**src/ext_mem_if_pkg.sv**
```systemverilog
package ext_mem_if_pkg;
    // control register field positions
    localparam int ENABLE_BIT       = 7;
    localparam int UPPER_W0_BIT     = 6;
    localparam int EXT_UPPER_W1_BIT = 1;
    localparam int EXT_LOWER_W0_BIT = 2;
    localparam int EXT_LOWER_W1_BIT = 3;
    localparam int EXT_LIMIT_LSB    = 4;
    localparam int SF_MASK_LSB      = 3;
    localparam int SF_KEEPER_BIT    = 6;
    localparam int LIMIT_W          = 3;
    // reset values
    localparam logic [7:0] CTRL_RESET = 8'h00;
    // address map
    localparam logic [15:0] EXT_BASE    = 16'h0260;
    localparam logic [15:0] SECTOR_STEP = 16'h2000;
    // wait codes
    localparam logic [1:0] WAIT_NONE  = 2'h0;
    localparam logic [1:0] WAIT_ONE   = 2'h1;
    localparam logic [1:0] WAIT_TWO   = 2'h2;
    localparam logic [1:0] WAIT_TWO_P = 2'h3;
    localparam logic [1:0] ONE_2      = 2'h1;
    localparam logic [1:0] ZERO_2     = 2'h0;
    // bus cycle phases
    typedef enum logic [2:0] {
        ST_IDLE    = 3'b000,
        ST_ADDR    = 3'b001,
        ST_STROBE  = 3'b010,
        ST_WAIT    = 3'b011,
        ST_HOLD    = 3'b100,
        ST_RECOVER = 3'b101
    } phase_t;
endpackage

```
**src/external_memory_interface.sv**
```systemverilog
`timescale 1ns/1ps
`default_nettype none
// Functional notes
// - muxed low bus, high bus, latch, strobes
// - enabled interface overrides port directions
// - each access decoded internal or external
// - address valid at latch fall, low after
// - internal accesses show bus, no strobes
// - control bit 7 enables interface pins
// - disabled: no fold onto internal SRAM
// - pull-ups follow port output bits
// - keeper holds last value when released
// - four selectable wait settings
// - two sectors, independent wait settings
// - trailing latch pulse only before RAM access
// - control bit 6 is upper wait bit0
// - wait code meaning, extra recover cycle
// - sector limit field, 0x2000 multiples
// - keeper independent of interface enable
// - high mask releases top high pins
module external_memory_interface (
    // clock and reset
    input  wire logic        clock,
    input  wire logic        resetn,
    // control register ports
    input  wire logic        mcu_control_we,
    input  wire logic [7:0]  mcu_control_wdata,
    output logic      [7:0]  mcu_control_rdata,
    input  wire logic        ext_mcu_control_we,
    input  wire logic [7:0]  ext_mcu_control_wdata,
    output logic      [7:0]  ext_mcu_control_rdata,
    input  wire logic        special_function_io_we,
    input  wire logic [7:0]  special_function_io_wdata,
    output logic      [7:0]  special_function_io_rdata,
    // cpu data memory side
    input  wire logic        cpu_req,
    input  wire logic        cpu_write,
    input  wire logic [15:0] cpu_addr,
    input  wire logic [7:0]  cpu_wdata,
    input  wire logic        cpu_next_ram,
    input  wire logic [15:0] internal_top,
    output logic             cpu_busy,
    output logic             cpu_rvalid,
    output logic      [7:0]  cpu_rdata,
    output logic             cpu_external,
    output logic             cpu_unmapped,
    // normal port settings for the dedicated pins
    input  wire logic [7:0]  port_a_out,
    input  wire logic [7:0]  port_a_dir,
    input  wire logic [7:0]  port_c_out,
    input  wire logic [7:0]  port_c_dir,
    // pins
    input  wire logic [7:0]  muxed_addr_data_in,
    output logic      [7:0]  muxed_addr_data_out,
    output logic      [7:0]  muxed_addr_data_oe_n,
    output logic      [7:0]  muxed_pullup_en,
    output logic      [7:0]  high_address_bus_out,
    output logic      [7:0]  high_address_bus_oe_n,
    output logic             addr_latch,
    output logic             read_strobe_n,
    output logic             write_strobe_n,
    output logic             if_active
);

    logic [7:0]              mcu_ctrl_ff;
    logic [7:0]              emcu_ctrl_ff;
    logic [7:0]              sfio_ff;
    ext_mem_if_pkg::phase_t        phase_ff;
    logic [1:0]              wait_cnt_ff;
    logic [1:0]              wait_code_ff;
    logic                    ext_ff;
    logic                    write_ff;
    logic                    next_ram_ff;
    logic [15:0]             addr_ff;
    logic [7:0]              wdata_ff;
    logic [7:0]              keep_ff;
    logic                    rvalid_ff;
    logic [7:0]              rdata_ff;
    logic                    ale_ff;
    logic                    ext_en;
    logic                    keeper_en;
    logic                    req_ext;
    logic [1:0]              req_wait;
    logic [3:0]              released;
    logic [7:0]              hi_mask;
    logic                    drive_ad;

    // sector boundary from limit code
    function automatic logic [15:0] sector_limit(
        input logic [2:0] code
    );
        sector_limit = SECTOR_STEP_MUL(code);
    endfunction

    function automatic logic [15:0] SECTOR_STEP_MUL(input logic [2:0] c);
        SECTOR_STEP_MUL = ext_mem_if_pkg::SECTOR_STEP * {13'h0000, c};
    endfunction

    assign ext_en    = mcu_ctrl_ff[ext_mem_if_pkg::ENABLE_BIT];
    assign keeper_en = sfio_ff[ext_mem_if_pkg::SF_KEEPER_BIT];

    // register writes
    always_ff @(posedge clock)
    begin
        if (!resetn)
        begin
            mcu_ctrl_ff  <= ext_mem_if_pkg::CTRL_RESET;
            emcu_ctrl_ff <= ext_mem_if_pkg::CTRL_RESET;
            sfio_ff      <= ext_mem_if_pkg::CTRL_RESET;
        end
        else
        begin
            if (mcu_control_we)
                mcu_ctrl_ff <= mcu_control_wdata;
            if (ext_mcu_control_we)
                emcu_ctrl_ff <= ext_mcu_control_wdata;
            if (special_function_io_we)
                sfio_ff <= special_function_io_wdata;
        end
    end

    assign mcu_control_rdata         = mcu_ctrl_ff;
    assign ext_mcu_control_rdata     = emcu_ctrl_ff;
    assign special_function_io_rdata = sfio_ff;

    // access decode and sector wait selection
    always_comb
    begin
        logic [2:0] lim;
        lim = emcu_ctrl_ff[ext_mem_if_pkg::EXT_LIMIT_LSB +: ext_mem_if_pkg::LIMIT_W];
        req_ext = (cpu_addr > internal_top);
        if (lim != 3'h0 && cpu_addr < sector_limit(lim))
            req_wait = {emcu_ctrl_ff[ext_mem_if_pkg::EXT_LOWER_W1_BIT],
                        emcu_ctrl_ff[ext_mem_if_pkg::EXT_LOWER_W0_BIT]};
        else
            req_wait = {emcu_ctrl_ff[ext_mem_if_pkg::EXT_UPPER_W1_BIT],
                        mcu_ctrl_ff[ext_mem_if_pkg::UPPER_W0_BIT]};
    end

    // external access while disabled is unmapped, never folded
    assign cpu_external = req_ext;
    assign cpu_unmapped = cpu_req && req_ext && !ext_en;

    // cycle sequencer
    always_ff @(posedge clock)
    begin
        if (!resetn)
        begin
            phase_ff     <= ext_mem_if_pkg::ST_IDLE;
            wait_cnt_ff  <= ext_mem_if_pkg::ZERO_2;
            wait_code_ff <= ext_mem_if_pkg::WAIT_NONE;
            ext_ff       <= 1'b0;
            write_ff     <= 1'b0;
            next_ram_ff  <= 1'b0;
            addr_ff      <= 16'h0000;
            wdata_ff     <= 8'h00;
        end
        else
        begin
            case (phase_ff)
                ext_mem_if_pkg::ST_IDLE:
                begin
                    if (cpu_req && ext_en)
                    begin
                        phase_ff     <= ext_mem_if_pkg::ST_ADDR;
                        ext_ff       <= req_ext;
                        write_ff     <= cpu_write;
                        addr_ff      <= cpu_addr;
                        wdata_ff     <= cpu_wdata;
                        wait_code_ff <= req_ext ? req_wait
                                                : ext_mem_if_pkg::WAIT_NONE;
                        next_ram_ff  <= cpu_next_ram;
                    end
                end
                ext_mem_if_pkg::ST_ADDR:
                begin
                    phase_ff    <= ext_mem_if_pkg::ST_STROBE;
                    wait_cnt_ff <= (wait_code_ff == ext_mem_if_pkg::WAIT_TWO_P)
                                   ? ext_mem_if_pkg::WAIT_TWO : wait_code_ff;
                end
                ext_mem_if_pkg::ST_STROBE:
                begin
                    if (wait_cnt_ff != ext_mem_if_pkg::ZERO_2)
                        wait_cnt_ff <= wait_cnt_ff - ext_mem_if_pkg::ONE_2;
                    else
                        phase_ff <= ext_mem_if_pkg::ST_HOLD;
                end
                ext_mem_if_pkg::ST_HOLD:
                begin
                    if (wait_code_ff == ext_mem_if_pkg::WAIT_TWO_P)
                        phase_ff <= ext_mem_if_pkg::ST_RECOVER;
                    else
                        phase_ff <= ext_mem_if_pkg::ST_IDLE;
                end
                ext_mem_if_pkg::ST_RECOVER:
                    phase_ff <= ext_mem_if_pkg::ST_IDLE;
                default:
                    phase_ff <= ext_mem_if_pkg::ST_IDLE;
            endcase
        end
    end

    assign cpu_busy = (phase_ff != ext_mem_if_pkg::ST_IDLE);

    // latch strobe: high only in the address phase, and trailing pulse
    always_ff @(posedge clock)
    begin
        if (!resetn)
            ale_ff <= 1'b0;
        else
            ale_ff <= ((phase_ff == ext_mem_if_pkg::ST_IDLE) && cpu_req && ext_en)
                      || ((phase_ff == ext_mem_if_pkg::ST_HOLD)
                          && (wait_code_ff != ext_mem_if_pkg::WAIT_TWO_P)
                          && next_ram_ff)
                      || ((phase_ff == ext_mem_if_pkg::ST_RECOVER)
                          && next_ram_ff);
    end
    assign addr_latch = ale_ff & ext_en;

    // strobes only for external accesses
    assign read_strobe_n  = !(ext_en && ext_ff && !write_ff
                              && phase_ff == ext_mem_if_pkg::ST_STROBE);
    assign write_strobe_n = !(ext_en && ext_ff && write_ff
                              && phase_ff == ext_mem_if_pkg::ST_STROBE);

    // read data capture at end of strobe
    always_ff @(posedge clock)
    begin
        if (!resetn)
        begin
            rvalid_ff <= 1'b0;
            rdata_ff  <= 8'h00;
        end
        else
        begin
            rvalid_ff <= 1'b0;
            if (phase_ff == ext_mem_if_pkg::ST_STROBE
                && wait_cnt_ff == ext_mem_if_pkg::ZERO_2
                && ext_ff && !write_ff)
            begin
                rvalid_ff <= 1'b1;
                rdata_ff  <= muxed_addr_data_in;
            end
        end
    end
    assign cpu_rvalid = rvalid_ff;
    assign cpu_rdata  = rdata_ff;

    // bus keeper remembers last driven value
    always_ff @(posedge clock)
    begin
        if (!resetn)
            keep_ff <= 8'h00;
        else if (!(&muxed_addr_data_oe_n))
            keep_ff <= muxed_addr_data_out;
    end

    // low bus drive: address in addr phase, write data during strobe
    assign drive_ad = ext_en && (phase_ff == ext_mem_if_pkg::ST_ADDR
                      || (write_ff && phase_ff == ext_mem_if_pkg::ST_STROBE)
                      || (write_ff && phase_ff == ext_mem_if_pkg::ST_HOLD));
    always_comb
    begin
        if (drive_ad)
        begin
            muxed_addr_data_out  = (phase_ff == ext_mem_if_pkg::ST_ADDR)
                                   ? addr_ff[7:0] : wdata_ff;
            muxed_addr_data_oe_n = 8'h00;
        end
        else if (ext_en)
        begin
            muxed_addr_data_out  = keep_ff;
            muxed_addr_data_oe_n = 8'hFF;
        end
        else
        begin
            muxed_addr_data_out  = port_a_out;
            muxed_addr_data_oe_n = ~port_a_dir;
        end
    end

    // pull-ups from port bits; keeper independent of enable
    assign muxed_pullup_en = port_a_out
                             | ({8{keeper_en}} & keep_ff);

    // high byte mask releases top pins to port use
    assign released = {1'b0, sfio_ff[ext_mem_if_pkg::SF_MASK_LSB +: 3]}
                      + {3'h0, &sfio_ff[ext_mem_if_pkg::SF_MASK_LSB +: 3]};
    assign hi_mask  = 8'hFF >> released;
    always_comb
    begin
        if (ext_en)
        begin
            high_address_bus_out  = (addr_ff[15:8] & hi_mask)
                                    | (port_c_out & ~hi_mask);
            high_address_bus_oe_n = ~(hi_mask | port_c_dir);
        end
        else
        begin
            high_address_bus_out  = port_c_out;
            high_address_bus_oe_n = ~port_c_dir;
        end
    end

    assign if_active = ext_en;

endmodule
`default_nettype wire

```
**config.mk**
```make
export PLATFORM = sky130hd
export DESIGN_NAME = external_memory_interface
export DESIGN_NICKNAME = d
export VERILOG_FILES = /design/src/ext_mem_if_pkg.sv /design/src/external_memory_interface.sv
export SDC_FILE = /design/constraint.sdc
export NUM_CORES = 1
export LEC_CHECK = 0
export BUFFER_PORTS_ARGS = -buffer_cell sky130_fd_sc_hd__buf_2
export CAP_MARGIN = 20
export CORE_ASPECT_RATIO = 1.1
export CORE_MARGIN = 4
export CORE_UTILIZATION = 25
export CTS_CLUSTER_DIAMETER = 80
export DETAILED_ROUTE_END_ITERATION = 10
export PLACE_DENSITY = 0.59
export SETUP_SLACK_MARGIN = 0.5
export SLEW_MARGIN = 20
export SYNTH_ARGS = -nofsm -noshare
export SYNTH_HDL_FRONTEND = slang
export SYNTH_SLANG_ARGS = --single-unit
```
**constraint.sdc**
```tcl
create_clock -name clock -period 2.9 [get_ports clock]
set_clock_uncertainty 0.2 [all_clocks]
set_input_delay 0.435 -clock clock [delete_from_list [all_inputs] [get_ports clock]]
set_output_delay 0.435 -clock clock [all_outputs]
set_load 0.01 [all_outputs]
```
==> out/metrics.csv <==
metric,value,unit
netlist.area_leader.share,38.9,%
setup_viol,0,
yosys.area.top_type,dfxtp_1,
synth.distinct_cells,47,
initial_core_util,25.8,%
gp_congestion,0.747,
grt_pass1_wl,21100,um
worst_pin_slew,0.483,ns
die_x,127,um
grtUsageTotal,15.0,%
p_sw,0.000825,W
rsz0062_at_grt,yes,
worstPathRequired,2.27,ns
die-area,17700,sq um
vdd_drop_max,0.227,mV
timing.reg2reg.setup_slack,0.56,ns
finalPower,0.00283,W
maxCapViolCount,0,
p_leak,2.93,nW
synth-edff-count,0,
clk_pin_slew,0.06,ns
area_growth_syn_to_layout,61.3,%
cts-root-buf,clkbuf_16,
synth-seq-cells,76,
antenna_found_initial,0,
num_rows,47,
drc_errors,0,
dr.pass1.iters,4,
worstSetupEndpointType,output pin,
clockBufferDepth,2,
fin_hold_ws,0.128,ns
finalCritPeriodShare,94.8,%
period_needed,2.75,ns
cts_max_level,3,
cts.hold.buffers_added,0,
fmax,0.364,GHz
antenna_cells,0,
synth_nets,605,
syn_avg_cell_area,8.28,sq um
internal_power,0.00201,W
io_buffers,191,
cts_tree,yes,
critPathMaxFanout,4,
die_h,139,um
clock_latency,0.33,ns
io_pins,192,
yosys_warnings,0,
cts_sinks,76,
coreArea,15200,sq um
synth_ff_type,dfxtp_1,
grt_pass1_vias,4109,
drive_gt1_share,49.1,%
routed_via_density,4.63,
routed_wl,13700,um
cp.arrival,2.11,ns
hold_viol,0,
synth_area_leaders,"dfxtp_1 39%, mux2i_1 11%, nand2_1 7.3%",
pwr-share-seq,39.8,%
num_vias,4146,
nets,827,
combPwrFrac,23.7,%
synth_area,3910,sq um
crit_type,reg -> out,
startpoint_type,flop,
dp_hpwl,9850,um
antenna_left,0,
fillers,1550,
grt_max_degree,45,
outcome,completed,
hp-class,in -> reg,
ys_seq_area_share,38.9,%
cellPowerDensity,449,nW/um^2
fin_setup_tns,0,ns
clkPwrFrac,36.5,%
drt_iter0_markers,113,
wl_per_cell,15.3,um
grt.overflow.total,0,
syn_inst,472,
slew_violations,0,
async_flop_share,0,%
slew_headroom,67.8,%
numCtsBuffers,9,
switching_share,29.2,%
==> repair_timing <==
action                                  in CTS  in global routing
endpoints found under the setup margin      34                 35
gates resized for setup                     79                 59
pin swaps                                   26                 21
cloned                                       1                  0
buffers inserted                            27                  9
==> power groups by stage <==
stage               registers [W]  logic, W  clock network [W]
floorplan                 0.00115  0.000284                  0
CTS                       0.00112  0.000613            0.00107
detailed placement        0.00115  0.000504                  0
global placement          0.00115  0.000502                  0
finish                    0.00113  0.000670            0.00103
global route              0.00113  0.000735            0.00111
==> synth_stat cells, types with 2 or more instances <==
cell type / n
nand4b_1: 2
dfxtp_1: 76
a21oi_1: 44
nor2_1: 48
a22oi_1: 7
nor2b_1: 4
clkbuf_1: 20
ha_1: 21
o21ai_0: 22
nand2_1: 76
o211ai_1: 2
mux2_2: 8
nand4_1: 5
nor3_1: 4
buf_2: 5
a32o_1: 2
a21o_1: 8
a31oi_1: 9
nand3_1: 3
and3_1: 3
a211oi_1: 3
mux2i_1: 42
inv_1: 24
nor4_1: 2
buf_4: 3
or3_1: 8
==> routing by layer <==
metal  global-route usage, %  vias to the layer above  routed length [um]
li1                        -                     2084                   -
met1                    18.0                     1906                5750
met2                    26.3                      136                6910
met3                    2.97                       20                 740
met4                    5.82                        0                 265
met5                       0                        -                   0
==> sequential cells by signal (all words and copies together) (netlist names), 3 cells and up <==
| register | cells |
|---|---|
| mcu_control_rdata | 8 |
| special_function_io_rdata | 8 |
| cpu_rdata | 8 |
| phase_ff | 3 |
| keep_ff | 8 |
| addr_ff | 16 |
| ext_mcu_control_rdata | 8 |
| wdata_ff | 8 |
==> kinds of logic after synthesis <==
| logic type | share of synthesized area (%) |
|---|---|
| XOR/XNOR | 0.448 |
| multiplexers | 13.1 |
| buffers and inverters | 5.83 |
| flip-flops | 38.9 |
| AND/OR/NAND/NOR | 19.0 |
| adder cells (fa/ha/maj) | 6.72 |
| AO/OA/AOI/OAI | 16.0 |
==> critical path, cell delays in order, from the launching register on <==
cell     delay, ns
dfxtp_4       0.34
and3_4        0.18
ha_4          0.16
ha_4          0.16
or2_4         0.23
a21oi_4       0.20
nand2_2       0.07
mux2_4        0.31
buf_6         0.12
==> per-stage QoR <==
stage | util, % | setup WS (ns) | cell area [sq um] | instances
global placement | 34.1 | 0.0588 | 5170 | 842
finish | 41.6 | 0.150 | 6300 | 895
CTS | 39.5 | 0.0847 | 5990 | 886
global route | 41.6 | 0.0692 | 6300 | 895
detailed placement | 34.1 | 0.0565 | 5170 | 842
floorplan | - | 0.476 | 4020 | 472
==> worst paths after layout <==
kind,startpoint,end,depth (start not counted)
worst max-delay path,special_function_io_rdata[5],high_address_bus_out[5],8
worst min-delay path,muxed_addr_data_in[6],cpu_rdata[6],3
worst max register to register,ext_mcu_control_rdata[5],wait_code_ff[1],8
worst min register to register,wait_cnt_ff[1],wait_cnt_ff[1],2
==> area by class of cell <==
type                            instances  area [sq um]  area share (%)
Multi-Input combinational cell        342          2620            41.6
Timing Repair Buffer                  239          1510            23.9
Timing Repair inverter                  1          7.51           0.119
Clock inverter                          6          38.8           0.615
Sequential cell                        76          1550            24.5
Tap cell                              196           245            3.89
Clock buffer                           10           229            3.63
Inverter                               25           110            1.75
==> placed cells by master, fill, tap and decap left out, types with 3 or more instances in the layout <==
cell        count
a31oi_1         8
inv_2           5
a21oi_1        42
a22oi_2         7
dfxtp_1        69
buf_6          34
o21ai_2         5
inv_1          18
ha_4            9
ha_1           11
nor2b_4         3
nand4_1         5
dfxtp_4         6
nand2_1        67
nand2_2         7
buf_4          35
nand3_1         3
clkbuf_16       9
or3_4           4
o21ai_0        12
nor3_1          3
buf_2         169
o21ai_1         4
clkinvlp_4      4
mux2_4          4
mux2i_1        36
mux2i_2         5
nor2_1         45
clkinv_2        3
mux2_2          4
a21o_1          8
or3_1           4
Power figures use the tool's default switching activity.
